`src/srs_pkg.sv`:
```
// Constants and types shared by the reset and sleep control block.
package srs_pkg;
  // Register byte offsets.
  localparam logic [3:0] SRS_ARC_OFF = 4'h0;
  localparam logic [3:0] SRS_SCW_OFF = 4'h4;
  localparam logic [3:0] SRS_STA_OFF = 4'h8;
  // Bit positions in app_reset_control_word.
  localparam int SRS_ARC_CLR_BIT = 0;
  localparam int SRS_ARC_SYS_BIT = 1;
  localparam int SRS_ARC_LOC_BIT = 2;
  // Bit positions in sleep_control_word.
  localparam int SRS_SCW_EXIT_BIT = 1;
  localparam int SRS_SCW_DEEP_BIT = 2;
  localparam int SRS_SCW_PEND_BIT = 4;
  localparam int SRS_SCW_NOP_BIT  = 5;
  // Status word field positions.
  localparam int SRS_STA_ACT_BIT = 9;
  localparam int SRS_STA_EVT_BIT = 12;
  localparam int SRS_STA_SLP_BIT = 13;
  localparam int SRS_STA_ST_LSB  = 14;
  // Reset values.
  localparam logic [7:0] SRS_SCW_RST = 8'h00;
  // AXI responses.
  localparam logic [1:0] SRS_RESP_OKAY   = 2'h0;
  localparam logic [1:0] SRS_RESP_SLVERR = 2'h2;
  // Sleep state machine.
  typedef enum logic [1:0] {
    SRS_RUN      = 2'b00,
    SRS_WAIT_INT = 2'b01,
    SRS_WAIT_EVT = 2'b10,
    SRS_EXIT     = 2'b11
  } srs_state_e;
endpackage

```
`src/srs_reset_sleep.sv`:
```
// Reset request, clear-active and sleep control with an AXI4-Lite slave.
`timescale 1ns/1ps
module srs_reset_sleep
  import srs_pkg::*;
(
  // Clock and reset.
  input  wire logic        aclk,
  input  wire logic        aresetn,
  // AXI4-Lite write address and data.
  input  wire logic        awvalid,
  output logic             awready,
  input  wire logic [3:0]  awaddr,
  input  wire logic        wvalid,
  output logic             wready,
  input  wire logic [31:0] wdata,
  input  wire logic [3:0]  wstrb,
  // AXI4-Lite write response.
  output logic             bvalid,
  input  wire logic        bready,
  output logic [1:0]       bresp,
  // AXI4-Lite read.
  input  wire logic        arvalid,
  output logic             arready,
  input  wire logic [3:0]  araddr,
  output logic             rvalid,
  input  wire logic        rready,
  output logic [31:0]      rdata,
  output logic [1:0]       rresp,
  // Core hints and exception state.
  input  wire logic        wait_interrupt_hint,
  input  wire logic        wait_event_hint,
  input  wire logic        send_event_hint,
  input  wire logic        exc_return,
  input  wire logic        exc_entry,
  input  wire logic        other_active,
  input  wire logic [8:0]  exc_number,
  input  wire logic        any_active,
  // Wakeup sources.
  input  wire logic        irq_new_pending,
  input  wire logic        exc_new_pending,
  input  wire logic        exc_would_preempt,
  input  wire logic        debug_event,
  input  wire logic        debug_enable,
  input  wire logic        impl_wakeup,
  input  wire logic        remote_send_event,
  // Core control outputs.
  output logic             hint_done,
  output logic             tail_chain,
  output logic             clear_all_active,
  output logic             send_event_out,
  // Reset outputs.
  output logic             system_reset_request,
  output logic             local_core_reset,
  output logic             debug_full_reset,
  output logic             debug_part_reset,
  // Power controller.
  output logic             sleeping,
  output logic             deep_sleep
);

  // State and register storage.
  srs_state_e  st_reg, st_next;
  logic        aw_have_reg, w_have_reg;
  logic [3:0]  aw_addr_reg;
  logic [31:0] w_data_reg;
  logic [3:0]  w_strb_reg;
  logic [7:0]  scw_reg;
  logic        event_reg, cleared_reg;
  logic        event_next;

  // Write channel decode.
  wire aw_take = awvalid && awready;
  wire w_take  = wvalid && wready;
  wire do_wr   = aw_have_reg && w_have_reg && !bvalid;
  wire aw_have_next = aw_take || (aw_have_reg && !do_wr);
  wire w_have_next  = w_take || (w_have_reg && !do_wr);
  wire hit_arc = do_wr && (aw_addr_reg == SRS_ARC_OFF);
  wire hit_scw = do_wr && (aw_addr_reg == SRS_SCW_OFF);
  wire wr_ok   = hit_arc || hit_scw || (aw_addr_reg == SRS_STA_OFF);
  wire lane0   = w_strb_reg[0];
  wire wr_clr  = hit_arc && lane0 && w_data_reg[SRS_ARC_CLR_BIT];
  wire wr_sys  = hit_arc && lane0 && w_data_reg[SRS_ARC_SYS_BIT];
  wire wr_loc  = hit_arc && lane0 && w_data_reg[SRS_ARC_LOC_BIT]
                 && !w_data_reg[SRS_ARC_SYS_BIT];

  // Read channel decode.
  wire ar_take = arvalid && arready;
  wire rvalid_next = ar_take || (rvalid && !rready);
  wire [9:0] exc_view = cleared_reg ? 10'h000 : {any_active, exc_number};
  wire [31:0] sta_word = {16'h0000, st_reg, sleeping, event_reg, 2'h0,
                          exc_view};
  wire [31:0] rd_word = (araddr == SRS_ARC_OFF) ?
                          {30'h0, system_reset_request, 1'h0} :
                        (araddr == SRS_SCW_OFF) ? {24'h000000, scw_reg} :
                        sta_word;
  wire rd_ok = (araddr == SRS_ARC_OFF) || (araddr == SRS_SCW_OFF)
               || (araddr == SRS_STA_OFF);

  // Configuration fields.
  wire cfg_exit = scw_reg[SRS_SCW_EXIT_BIT];
  wire cfg_deep = scw_reg[SRS_SCW_DEEP_BIT];
  wire cfg_pend = scw_reg[SRS_SCW_PEND_BIT];
  wire cfg_nop  = scw_reg[SRS_SCW_NOP_BIT];

  // Wakeup event sets; the priority mask bit never enters here.
  wire dbg_wake  = debug_enable && debug_event;
  wire wint_wake = exc_would_preempt || dbg_wake || impl_wakeup;
  wire send_here = send_event_hint && !cfg_nop;
  wire pend_wake = cfg_pend
                   && (irq_new_pending || exc_new_pending);
  wire wevt_wake = remote_send_event || send_here || pend_wake
                   || exc_would_preempt || dbg_wake;
  wire in_run    = (st_reg == SRS_RUN);
  wire wevt_now  = in_run && wait_event_hint && !cfg_nop;
  wire wint_now  = in_run && wait_interrupt_hint && !cfg_nop;
  wire exit_now  = in_run && exc_return && cfg_exit && !other_active;
  wire wevt_fast = wevt_now && (event_reg || wevt_wake);
  wire nop_hint  = in_run && cfg_nop
                   && (wait_event_hint || wait_interrupt_hint);

  // Sleep state machine next state.
  always_comb begin
    st_next = st_reg;
    unique case (st_reg)
      SRS_RUN: begin
        if (wint_now && !wint_wake) begin
          st_next = SRS_WAIT_INT;
        end else if (wevt_now && !wevt_fast) begin
          st_next = SRS_WAIT_EVT;
        end else if (exit_now) begin
          st_next = SRS_EXIT;
        end
      end
      SRS_WAIT_INT: if (wint_wake) st_next = SRS_RUN;
      SRS_WAIT_EVT: if (wevt_wake) st_next = SRS_RUN;
      SRS_EXIT:     if (wint_wake) st_next = SRS_RUN;
    endcase
  end

  // Event latch: a set in the same cycle as a clear wins.
  always_comb begin
    event_next = event_reg;
    if (wevt_now) begin
      event_next = 1'b0;
    end
    if (wevt_wake || exc_return) begin
      event_next = 1'b1;
    end
  end

  // AXI handshake state.
  always_ff @(posedge aclk) begin
    if (!aresetn) begin
      aw_have_reg <= 1'b0;
      w_have_reg  <= 1'b0;
      awready     <= 1'b0;
      wready      <= 1'b0;
      bvalid      <= 1'b0;
      arready     <= 1'b0;
      rvalid      <= 1'b0;
    end else begin
      aw_have_reg <= aw_have_next;
      w_have_reg  <= w_have_next;
      awready     <= !aw_have_next;
      wready      <= !w_have_next;
      bvalid      <= do_wr || (bvalid && !bready);
      arready     <= !rvalid_next;
      rvalid      <= rvalid_next;
    end
  end

  // AXI payload capture.
  always_ff @(posedge aclk) begin
    if (!aresetn) begin
      aw_addr_reg <= 4'h0;
      w_data_reg  <= 32'h00000000;
      w_strb_reg  <= 4'h0;
      bresp       <= SRS_RESP_OKAY;
      rdata       <= 32'h00000000;
      rresp       <= SRS_RESP_OKAY;
    end else begin
      if (aw_take) aw_addr_reg <= awaddr;
      if (w_take) w_data_reg <= wdata;
      if (w_take) w_strb_reg <= wstrb;
      if (do_wr) bresp <= wr_ok ? SRS_RESP_OKAY : SRS_RESP_SLVERR;
      if (ar_take) rdata <= rd_ok ? rd_word : 32'h00000000;
      if (ar_take) rresp <= rd_ok ? SRS_RESP_OKAY : SRS_RESP_SLVERR;
    end
  end

  // Reset requests; the system request holds until the reset arrives.
  always_ff @(posedge aclk) begin
    if (!aresetn) begin
      system_reset_request <= 1'b0;
      local_core_reset     <= 1'b0;
      debug_full_reset     <= 1'b1;
      debug_part_reset     <= 1'b0;
    end else begin
      system_reset_request <= system_reset_request || wr_sys;
      local_core_reset     <= system_reset_request || wr_sys
                              || wr_loc;
      debug_full_reset     <= 1'b0;
      debug_part_reset     <= wr_loc;
    end
  end

  // Clear-all-active pulse; pending state is never driven from here.
  always_ff @(posedge aclk) begin
    if (!aresetn) begin
      clear_all_active <= 1'b0;
      cleared_reg      <= 1'b0;
    end else begin
      clear_all_active <= wr_clr;
      cleared_reg      <= wr_clr || (cleared_reg && !exc_entry);
    end
  end

  // Configuration register.
  always_ff @(posedge aclk) begin
    if (!aresetn) begin
      scw_reg <= SRS_SCW_RST;
    end else if (hit_scw && lane0) begin
      scw_reg <= w_data_reg[7:0];
    end
  end

  // Sleep state, event latch and core-facing pulses.
  always_ff @(posedge aclk) begin
    if (!aresetn) begin
      st_reg         <= SRS_RUN;
      event_reg      <= 1'b0;
      hint_done      <= 1'b0;
      tail_chain     <= 1'b0;
      send_event_out <= 1'b0;
      sleeping       <= 1'b0;
      deep_sleep     <= 1'b0;
    end else begin
      st_reg         <= st_next;
      event_reg      <= event_next;
      hint_done      <= nop_hint || (wint_now && wint_wake) || wevt_fast
                        || (st_reg == SRS_WAIT_INT && wint_wake)
                        || (st_reg == SRS_WAIT_EVT && wevt_wake);
      tail_chain     <= (st_reg == SRS_EXIT) && wint_wake;
      send_event_out <= send_here;
      sleeping       <= (st_next != SRS_RUN);
      deep_sleep     <= (st_next != SRS_RUN) && cfg_deep;
    end
  end
endmodule

```
`config.mk`:
```
export PLATFORM = sky130hd
export DESIGN_NAME = srs_reset_sleep
export DESIGN_NICKNAME = d
export VERILOG_FILES = /design/src/srs_pkg.sv /design/src/srs_reset_sleep.sv
export SDC_FILE = /design/constraint.sdc
export NUM_CORES = 1
export LEC_CHECK = 0
export ABC_AREA = 1
export BUFFER_PORTS_ARGS = -buffer_cell sky130_fd_sc_hd__buf_4
export CORE_MARGIN = 3
export CORE_UTILIZATION = 49
export CTS_CLUSTER_DIAMETER = 100
export DETAILED_ROUTE_END_ITERATION = 8
export PLACE_DENSITY = 0.83
export SYNTH_ARGS = -nofsm -noshare
export SYNTH_HDL_FRONTEND = slang
export SYNTH_SLANG_ARGS = --single-unit
```
`constraint.sdc`:
```
create_clock -name aclk -period 2.7 [get_ports aclk]
set_input_delay 0.27 -clock aclk [delete_from_list [all_inputs] [get_ports aclk]]
set_output_delay 0.27 -clock aclk [all_outputs]
set_load 0.05 [all_outputs]
```
==> results by group, run 1 <==
Logic synthesis
  – Synth Register Bits: 58
  – Part of the Yosys area used for sequential elements: 0.472
  – Yosys cell types: 33
  – Mapped Cells: 317
  – Syn avg cell area: 7.76 um^2
  – Yosys warning count: 0
  – Netlist Area Pre-Place: 0.00246 mm^2

Pwr
  – Psw: 0.000543 W
  – Internal power: 0.00171 W
  – Leak pwr: 1.49 nW
  – Clock network power share: 0.468
  – Pwr Density: 692 mW/mm^2
  – Sw frac: 0.240
  – Peak supply drop: 0.000450 V
  – Sequential share of power: 0.402
  – Comb power frac: 0.130

Routing
  – Final ANT Viol Nets: 0
  – Final wirelength: 5380 um
  – DR pass1 iterations: 5
  – Vias/cell: 4.84
  – Vias: 2254
  – # DRC: 0
  – First DRT Iteration DRCs: 98
  – Wire per inst: 11.5 um

Worst setup path
  – RR Startpoint: arready
  – Req. time, crit path: 2.94 ns
  – Worst Setup SP: arready
  – CP Class: flop to flop
  – Reg2reg setup slack: 1.07 ns
  – Arr. time, crit path: 1.87 ns
  – Crit start category: flop
  – Crit end category: flop
  – Top fanout value on the critical path: 17

Clock network
  – Root Buffer: clkbuf_8
  – TritonCTS clock tree: done
  – Clock slew seen by the registers of the worst setup and hold paths: 0.06 ns
  – Postcts setup bufs: 0
  – Post_cts resized: 0
  – CTS Buffer Depth: 2
  – Cts bufs inserted: 9
  – Hold buffer count at cts: 0
  – Sink Count: 58
  – Clock H-tree levels: 3
  – Worst skew pair latency: 0.33 ns

Placed design
  – Placer Congestion: 0.807
  – Post-DP HPWL: 3990 um
  – Buffers added on ports: 77
  – Cells after DPL: 450

Floorplanning
  – Die Area: 0.00591 mm^2
  – Die height: 76.9 um
  – Num rows: 25
  – Die Wd: 76.9 um
  – Core ar.: 0.00479 mm^2
  – Boundary Pins: 125
  – Initial Util: 0.514

STA
  – Fin Hold WS: 0.160 ns
  – Relative slew slack: 0.342
  – RSZ-0062 raised after global routing: no
  – Fin crit share: 0.604
  – Slew Limit Fails: 0
  – Setup_tns: 0 ns
  – Final min period: 1.63 ns
  – Final clock skew: 0.00633 ns
  – Max frequency: 613 MHz
  – Final setup violation count: 0
  – Worst-Margin Slew: 0.986 ns
  – Final hold violations: 0

Global routing
  – First-pass GRT wire length: 9090 um
  – Total grt overflow: 0
  – Vias in the first global route: 2100
  – Initial antenna violation count: 0
  – Largest net degree at the start of global routing: 33
  – GR Util All Layers: 0.192

Layout
  – Fin util: 0.682
  – Share of cells above drive strength 1: 0.271
  – Antenna cells: 0
  – Post-route insts no fill: 466
  – Area Growth Syn to Fin: 32.7%
  – Fin nets: 468
  – Max reg flops: 14

Hold path
  – Min-delay worst type: primary input to flop
  – Worst hold start: exc_entry

Flow run
  – # Max-Cap Violations: 0

Status
  – Status: completed
==> worst paths after layout <==
kind / endpoint / cells after the start
worst max-delay path: rdata[4] / 6
worst min-delay path: cleared_reg / 2
worst max register to register: rdata[4] / 6
worst min register to register: scw_reg[3] / 2
==> through the flow <==
stage | setup slack [ns] | total power (W) | area (um^2)
floorplan | 1.10 | 0.00115 | 2530
global placement | 1.08 | 0.00121 | 3000
detailed placement | 1.05 | 0.00122 | 3000
CTS | 1.06 | 0.00227 | 3260
global route | 0.861 | 0.00234 | 3260
finish | 1.07 | 0.00226 | 3260
==> placed cells by master (no fill, tap or decap), types with 2 or more instances in the layout <==
| cell | n |
|---|---|
| dfxtp_1 | 58 |
| nand3_1 | 16 |
| nand2_1 | 40 |
| o21ai_0 | 32 |
| o21ai_2 | 2 |
| nor3_1 | 2 |
| bufinv_16 | 4 |
| nor2_1 | 41 |
| clkbuf_8 | 10 |
| conb_1 | 20 |
| nand3_2 | 2 |
| a22oi_1 | 5 |
| buf_4 | 77 |
| nor2_2 | 4 |
| inv_1 | 35 |
| a21oi_1 | 30 |
| inv_2 | 2 |
| o211ai_1 | 3 |
==> power groups by stage <==
stage / Sequential (W) / Clock, W / Combinational (W)
after CTS: 0.000907 / 0.00107 / 0.000295
final: 0.000907 / 0.00106 / 0.000294
after floorplan: 0.000967 / 0 / 0.000180
after global placement: 0.000925 / 0 / 0.000289
after detailed placement: 0.000926 / 0 / 0.000294
after global routing: 0.000911 / 0.00111 / 0.000320
==> area by class of cell <==
cell class | count | area [um^2]
tap | 67 | 83.8
multi-input combinational | 211 | 1030
fill | 435 | 1520
inverter | 37 | 139
clock buffer | 11 | 141
timing repair buffer | 77 | 578
sequential | 58 | 1160
clock inverter | 5 | 125
==> per-layer routing <==
layer	up-vias	share of wire	global-route usage
met1	1002	0.41	0.221
met5	-	0	0
li1	1154	-	-
met4	0	0.026	0.105
met2	84	0.49	0.322
met3	14	0.068	0.0493
==> critical path, cell delays in order, from the launching register on <==
cell and delay (ns):
dfxtp_1 0.34, nand2_1 0.34, nor2_2 0.29, inv_2 0.08
a31oi_4 0.25, nand2_1 0.09, a21oi_1 0.15
==> kinds of logic (layout without fill, tap and decap cells) <==
kind of cell           count (synthesis)  after routing  share of synthesized area
DFF                                   58             58                      0.472
other                                  1             20                    0.00152
buffers and inverters                 67            130                      0.136
and+or+nand+nor                      111            111                      0.202
AOI/OAI and AO/OA                     80             80                      0.188
==> synthesized netlist by cell type, drive strengths merged <==
master | n | area, um^2
inv | 37 | 139
a211oi | 1 | 7.51
nor3b | 1 | 18.8
a31oi | 1 | 21.3
o22ai | 1 | 6.26
nand2 | 41 | 156
nor2 | 46 | 190
clkbuf | 8 | 30.0
nand3 | 18 | 100
nor3 | 2 | 10.0
or2 | 1 | 8.76
o21bai | 1 | 7.51
a21oi | 31 | 159
a41oi | 1 | 8.76
nand4 | 1 | 6.26
o211ai | 3 | 22.5
o21ai | 35 | 183
conb | 1 | 3.75
nand3b | 1 | 7.51
a22oi | 5 | 37.5
dfxtp | 58 | 1160
o32ai | 1 | 8.76
buf | 22 | 166
Power figures use the tool's default switching activity.
==> run 2, diff against run 1 <==
--- a/config.mk
+++ b/config.mk
@@ -8,10 +8,10 @@
 export ABC_AREA = 1
 export BUFFER_PORTS_ARGS = -buffer_cell sky130_fd_sc_hd__buf_4
 export CORE_MARGIN = 3
-export CORE_UTILIZATION = 49
+export CORE_UTILIZATION = 41
 export CTS_CLUSTER_DIAMETER = 100
 export DETAILED_ROUTE_END_ITERATION = 8
-export PLACE_DENSITY = 0.83
+export PLACE_DENSITY = 0.74
 export SYNTH_ARGS = -nofsm -noshare
 export SYNTH_HDL_FRONTEND = slang
 export SYNTH_SLANG_ARGS = --single-unit
==> constraint.sdc (replaced) <==
create_clock -name aclk -period 1.35 [get_ports aclk]
set_input_delay 0.135 -clock aclk [delete_from_list [all_inputs] [get_ports aclk]]
set_output_delay 0.135 -clock aclk [all_outputs]
set_load 0.05 [all_outputs]
==> run 2 against run 1 <==
  * Critical endpoint is now scw_reg[2]
  * Routed wire length is 13% higher
  * Combinational power rose by 120%
  * Global-route usage is 1.4 points lower
  * The flow now finishes with violations (negative setup slack)
  * Non-clock buffer count is 18 higher
  * Final cell count rose by 5.2%
  * Flip-flop and latch count is the same
  * Largest power group unchanged
  * Sequential power is 100% higher
==> results by group, run 2 (same netlist as run 1, synthesis figures left out) <==
Global routing
  – First-pass GRT wire length: 9850 um (+8.4%)
  – Initial antenna violation count: 0 (unchanged)
  – Total grt overflow: 0 (unchanged)
  – GR Util All Layers: 0.177 (-0.0142)
  – Vias in the first global route: 2199 (+4.7%)
  – Largest net degree at the start of global routing: 26 (-21%)

Floorplanning
  – Die Area: 0.00696 mm^2 (+18%)
  – Num rows: 27 (+8.0%)
  – Boundary Pins: 125 (unchanged)
  – Die Wd: 83.5 um (+8.6%)
  – Die height: 83.5 um (+8.6%)
  – Core ar.: 0.00564 mm^2 (+18%)
  – Initial Util: 0.436 (-0.0780)

Worst setup path
  – Crit start category: flop
  – CP Class: flop to flop
  – Crit end category: flop
  – Worst Setup SP: w_have_reg
  – Req. time, crit path: 1.58 ns (-1.36 ns)
  – R2r worst-path depth: 8 (+2)
  – Arr. time, crit path: 1.66 ns (-0.21 ns)
  – RR Startpoint: w_have_reg
  – Top fanout value on the critical path: 5 (-12)

Placed design
  – Post-DP HPWL: 4460 um (+12%)
  – Cells after DPL: 469 (+4.2%)
  – Buffers added on ports: 77 (unchanged)
  – Placed cell area: 0.00314 mm^2 (+4.7%)
  – Placer Congestion: 0.915 (+13%)

Flow run
  – # Max-Cap Violations: 0 (unchanged)

Hold path
  – Worst hold start: wstrb[0]
  – Min-delay worst type: primary input to flop
  – Hold path depth: 3 (+1)

STA
  – Max frequency: 698 MHz (+14%)
  – Setup_tns: -0.568 ns (-0.568 ns)
  – Final hold violations: 0 (unchanged)
  – RSZ-0062 raised after global routing: yes
  – Slew Limit Fails: 0 (unchanged)
  – Final clock skew: 0.00765 ns (+0.00132 ns)
  – Final setup violation count: 11 (+11)
  – Final worst slack: -0.0828 ns (-1.15 ns)
  – Fin crit share: 1.06 (+0.457)
  – Final min period: 1.43 ns (-0.198 ns)

Clock network
  – Clock slew seen by the registers of the worst setup and hold paths: 0.07 ns (about the same)
  – CTS Buffer Depth: 2 (unchanged)
  – Cts bufs inserted: 9 (unchanged)
  – Sink Count: 58 (unchanged)
  – Clock H-tree levels: 3 (unchanged)
  – Worst skew pair latency: 0.34 ns (about the same)
  – Root Buffer: clkbuf_8
  – TritonCTS clock tree: done

Layout
  – Fin util: 0.631 (-0.0511)
  – Filler cells: 507 (+17%)
  – Design area: 0.00356 mm^2 (+9.0%)
  – Area Growth Syn to Fin: 44.7%
  – Antenna cells: 0 (unchanged)
  – Most common cell after layout, fill and taps aside: buf_4
  – Fin nets: 487 (+4.1%)
  – Commonest cells after routing, fill and taps aside: buf_4, dfxtp_1, nor2_1
  – Share of cells above drive strength 1: 0.359 (+0.0882)
  – Post-route insts no fill: 490 (+5.2%)
  – Max reg flops: 14 (unchanged)

Pwr
  – Leak pwr: 1.61 nW (+7.4%)
  – Peak supply drop: 0.000759 V (+69%)
  – Pwr Density: 1230 mW/mm^2 (+78%)

Status
  – Failing checks: negative setup slack
  – Status: complete, but fails checks

Routing
  – Vias: 2315 (+2.7%)
  – # DRC: 0 (unchanged)
  – DR pass1 iterations: 4 (-1)
  – Vias/cell: 4.72 (-2.3%)
  – Final wirelength: 6070 um (+13%)
  – First DRT Iteration DRCs: 99 (+1.0%)
  – Final ANT Viol Nets: 0 (unchanged)
  – Wire per inst: 12.4 um (+7.3%)
-- run 2: changes by cell type in the layout (fill, tap and decap cells not counted), sizes merged --
cell / delta
buf: +17
bufinv: -2
clkbuf: +2
dlygate4sd3: +1
nand3: +1
-- run 2: routing by layer --
metal / vias up / part of all wire / track usage
li1: 1190 / - / -
met1: 1017 / 0.41 / 0.194
met2: 97 / 0.49 / 0.297
met3: 11 / 0.075 / 0.0829
met4: 0 / 0.017 / 0.0716
met5: - / 0 / 0
-- run 2: power by group --
group	internal [W]	switching, W	total, W
Sequential	0.00178	0.0000437	0.00182
Combinational	0.000223	0.000424	0.000646
Clock	0.00124	0.000669	0.00191
-- run 2: final timing paths --
| path | end | slack, ns |
|---|---|---|
| min reg2reg | rdata[7] | 0.46 |
| min | w_strb_reg[0] | 0.04 |
| max reg2reg | scw_reg[2] | -0.08 |
| max | scw_reg[2] | -0.08 |
-- run 2: through the flow --
stage	setup slack [ns]	power, W	hold slack [ns]
4_1_cts	-0.0502	0.00440	0.0193
3_5_place_dp	-0.0911	0.00247	0.355
3_3_place_gp	-0.0245	0.00246	0.350
2_1_floorplan	-0.0136	0.00230	0.251
6_report	-0.0828	0.00438	0.0434
5_1_grt	-0.173	0.00457	0.0317
-- run 2: cell type report --
cell class / count / area [um^2] / share of cell area
Tap cell: 72 / 90.1 / 0.0253
Multi-Input combinational cell: 212 / 1160 / 0.327
Clock inverter: 3 / 68.8 / 0.0193
Timing Repair Buffer: 95 / 747 / 0.210
Clock buffer: 13 / 179 / 0.0503
Sequential cell: 58 / 1170 / 0.329
Inverter: 37 / 139 / 0.0390
-- run 2: what timing repair did --
| action | 4_1_cts | 5_1_grt |
|---|---|---|
| resized for setup | 10 | 29 |
| hold buffers | 1 | 0 |
| hold endpoints to repair | 1 | 0 |
| cloned | 1 | 0 |
| setup buffers | 2 | 1 |
| setup endpoints to repair | 14 | 16 |
| pin swaps | 6 | 16 |
-- run 2: worst max-delay path, cell delays in order (launching register included) --
cell     delay (ns)
dfxtp_2        0.33
inv_2          0.04
nor2_4         0.12
nand2_4        0.07
nor3b_4        0.24
buf_6          0.15
nand3_4        0.12
o21ai_1        0.20
a21oi_2        0.04
==> run 3, diff against run 2 <==
--- a/config.mk
+++ b/config.mk
@@ -11,7 +11,7 @@
 export CORE_UTILIZATION = 41
 export CTS_CLUSTER_DIAMETER = 100
 export DETAILED_ROUTE_END_ITERATION = 8
-export PLACE_DENSITY = 0.74
+export PLACE_DENSITY = 0.72
 export SYNTH_ARGS = -nofsm -noshare
 export SYNTH_HDL_FRONTEND = slang
 export SYNTH_SLANG_ARGS = --single-unit
==> run 3 against run 2 <==
  * Clock skew decreased by 0.0035 ns
  * Largest power group is now sequential cells
  * Critical path type unchanged
  * Register-to-register slack about the same
  * Power is 10% lower
  * The flow still finishes with violations (negative setup slack)
==> results by group, run 3 (same netlist as run 1, synthesis figures left out) <==
Pwr
  – Psw: 0.00112 W (-1.4%)
  – Sw frac: 0.285 (+0.0250)
  – Peak supply drop: 0.000840 V (+11%)
  – Internal power: 0.00282 W (-13%)
  – Clock network power share: 0.371 (-0.066)
  – Sequential share of power: 0.462 (+0.047)
  – Comb power frac: 0.167 (+0.019)
  – Pwr Density: 1110 mW/mm^2 (-9.9%)
  – Leak pwr: 1.61 nW (+0.54%)

Layout
  – Most common cell after layout, fill and taps aside: buf_4
  – Commonest cells after routing, fill and taps aside: buf_4, dfxtp_1, nand2_1, nor2_1, inv_1
  – Antenna cells: 0 (unchanged)
  – Area Growth Syn to Fin: 44.5%
  – Design area: 0.00355 mm^2 (-0.14%)
  – Filler cells: 504 (-0.59%)
  – Fin nets: 494 (+1.4%)
  – Fin util: 0.630 (-0.000888)
  – Max reg flops: 14 (unchanged)
  – Share of cells above drive strength 1: 0.369 (+0.0106)

Hold path
  – Hold path depth: 4 (+1)
  – Min-delay worst type: primary input to flop
  – Hold endpoint: bvalid
  – Worst hold start: bready

Global routing
  – Total grt overflow: 0 (unchanged)
  – Vias in the first global route: 2189 (-0.45%)
  – GR Util All Layers: 0.171 (-0.00685)
  – Largest net degree at the start of global routing: 26 (unchanged)
  – First-pass GRT wire length: 9550 um (-3.0%)
  – Initial antenna violation count: 0 (unchanged)

Worst setup path
  – Crit end category: flop
  – Crit start category: flop
  – Top fanout value on the critical path: 4 (-1)
  – Req. time, crit path: 1.58 ns (about the same)
  – R2r worst-path depth: 10 (+2)
  – CP Class: flop to flop
  – R2R Path End: deep_sleep
  – Arr. time, crit path: 1.67 ns (about the same)
  – Reg2reg setup slack: -0.09 ns (about the same)
  – RR Startpoint: st_reg[1]

STA
  – Final setup violation count: 12 (+1)
  – Final hold violations: 0 (unchanged)
  – Max frequency: 693 MHz (-0.64%)
  – Final min period: 1.44 ns (+0.00920 ns)
  – Slew Limit Fails: 0 (unchanged)
  – RSZ-0062 raised after global routing: yes
  – Fin crit share: 1.07 (+0.00681)
  – Final worst slack: -0.0920 ns (-0.00920 ns)
  – Fin Hold WS: 0.0301 ns (-0.0132 ns)
  – Final clock skew: 0.00412 ns (-0.00353 ns)

Routing
  – Wire per inst: 12.1 um (-2.4%)
  – Vias/cell: 4.73 (+0.12%)
  – Vias: 2351 (+1.6%)
  – Final ANT Viol Nets: 0 (unchanged)
  – DR pass1 iterations: 4 (unchanged)
  – Final wirelength: 6010 um (-0.97%)
  – # DRC: 0 (unchanged)
  – First DRT Iteration DRCs: 99 (unchanged)

Clock network
  – CTS Buffer Depth: 2 (unchanged)
  – Worst skew pair latency: 0.34 ns (about the same)
  – Clock slew seen by the registers of the worst setup and hold paths: 0.06 ns (about the same)
  – Root Buffer: clkbuf_8
  – Cts bufs inserted: 9 (unchanged)
  – TritonCTS clock tree: done
  – Clock H-tree levels: 3 (unchanged)
  – Sink Count: 58 (unchanged)

Status
  – Failing checks: negative setup slack
  – Status: complete, but fails checks

Floorplanning
  – Die Wd: 83.5 um (unchanged)
  – Boundary Pins: 125 (unchanged)
  – Die Area: 0.00696 mm^2 (unchanged)
  – Core ar.: 0.00564 mm^2 (unchanged)
  – Initial Util: 0.436 (unchanged)
  – Num rows: 27 (unchanged)
  – Die height: 83.5 um (unchanged)

Placed design
  – Post-DP HPWL: 4350 um (-2.5%)
  – Placer Congestion: 0.822 (-10%)
  – Placed cell area: 0.00318 mm^2 (+1.2%)
  – Buffers added on ports: 77 (unchanged)
  – DP Worst Slack: -0.128 ns (-0.0365 ns)

Flow run
  – # Max-Cap Violations: 0 (unchanged)
run 3: cell count changes in the layout (fill, tap and decap cells not counted), moves of 2 or more:
| cell | before | now |
|---|---|---|
| buf_6 | 5 | 7 |
| clkinv_2 | 0 | 2 |
| o21ai_1 | 5 | 2 |
| bufinv_16 | 2 | 0 |
| clkbuf_1 | 0 | 2 |
| o21ai_2 | 3 | 7 |
| buf_4 | 88 | 93 |
run 3: through the flow:
step | setup TNS, ns | instances | total power (W)
2_1_floorplan | -0.0177 | 336 | 0.00230
3_3_place_gp | -0.682 | 474 | 0.00246
3_5_place_dp | -1.09 | 474 | 0.00247
4_1_cts | -0.264 | 495 | 0.00396
5_1_grt | -1.47 | 497 | 0.00411
6_report | -0.520 | 497 | 0.00394
run 3: final cells by class:
cell class / instances / area [um^2] / area share
sequential: 58 / 1170 / 0.330
multi-input combinational: 212 / 1160 / 0.327
timing repair buffer: 102 / 807 / 0.227
clock buffer: 14 / 173 / 0.0486
inverter: 37 / 139 / 0.0391
tap: 72 / 90.1 / 0.0254
clock inverter: 2 / 10.0 / 0.00282
run 3: repair_timing:
item | in CTS | in global routing
setup buffers | 3 | 2
endpoints found under the setup margin | 14 | 20
gates cloned | 1 | 0
gates resized for setup | 10 | 33
endpoints found under the hold margin | 1 | 0
hold buffers | 1 | 0
pin swaps | 4 | 15
run 3: critical path: stages (launching register included):
cell     delay, ns
dfxtp_1       0.37
nor2_4        0.06
buf_4         0.13
inv_1         0.07
nor2_1        0.05
nor2_1        0.08
nand2_1       0.06
a21oi_1       0.22
nand3_1       0.16
nand2_2       0.10
nor2_1        0.04
run 3: how the worst max path moves through the flow:
stage | end | slack, ns | depth (start not counted) | startpoint
after CTS | scw_reg[2] | -0.04 | 6 | aw_addr_reg[0]
after global routing | system_reset_request | -0.16 | 7 | aw_addr_reg[1]
final | deep_sleep | -0.09 | 10 | st_reg[1]
after floorplan | scw_reg[6] | -0.01 | 7 | bvalid
after global placement | scw_reg[2] | -0.09 | 7 | w_have_reg
after detailed placement | scw_reg[4] | -0.13 | 7 | w_have_reg
run 3: power by group through the flow:
| stage | clock network [W] | logic (W) | registers [W] |
|---|---|---|---|
| global route | 0.00158 | 0.000710 | 0.00182 |
| floorplan | 0 | 0.000364 | 0.00193 |
| detailed placement | 0 | 0.000625 | 0.00185 |
| global placement | 0 | 0.000617 | 0.00185 |
| finish | 0.00146 | 0.000659 | 0.00182 |
| CTS | 0.00151 | 0.000638 | 0.00181 |
run 3: per-layer routing:
metal	vias to the layer above	track usage	wire, um
met1	1053	0.185	2520
met2	81	0.290	2880
met5	-	0	0
li1	1202	-	-
met4	0	0.110	168
met3	15	0.0494	443
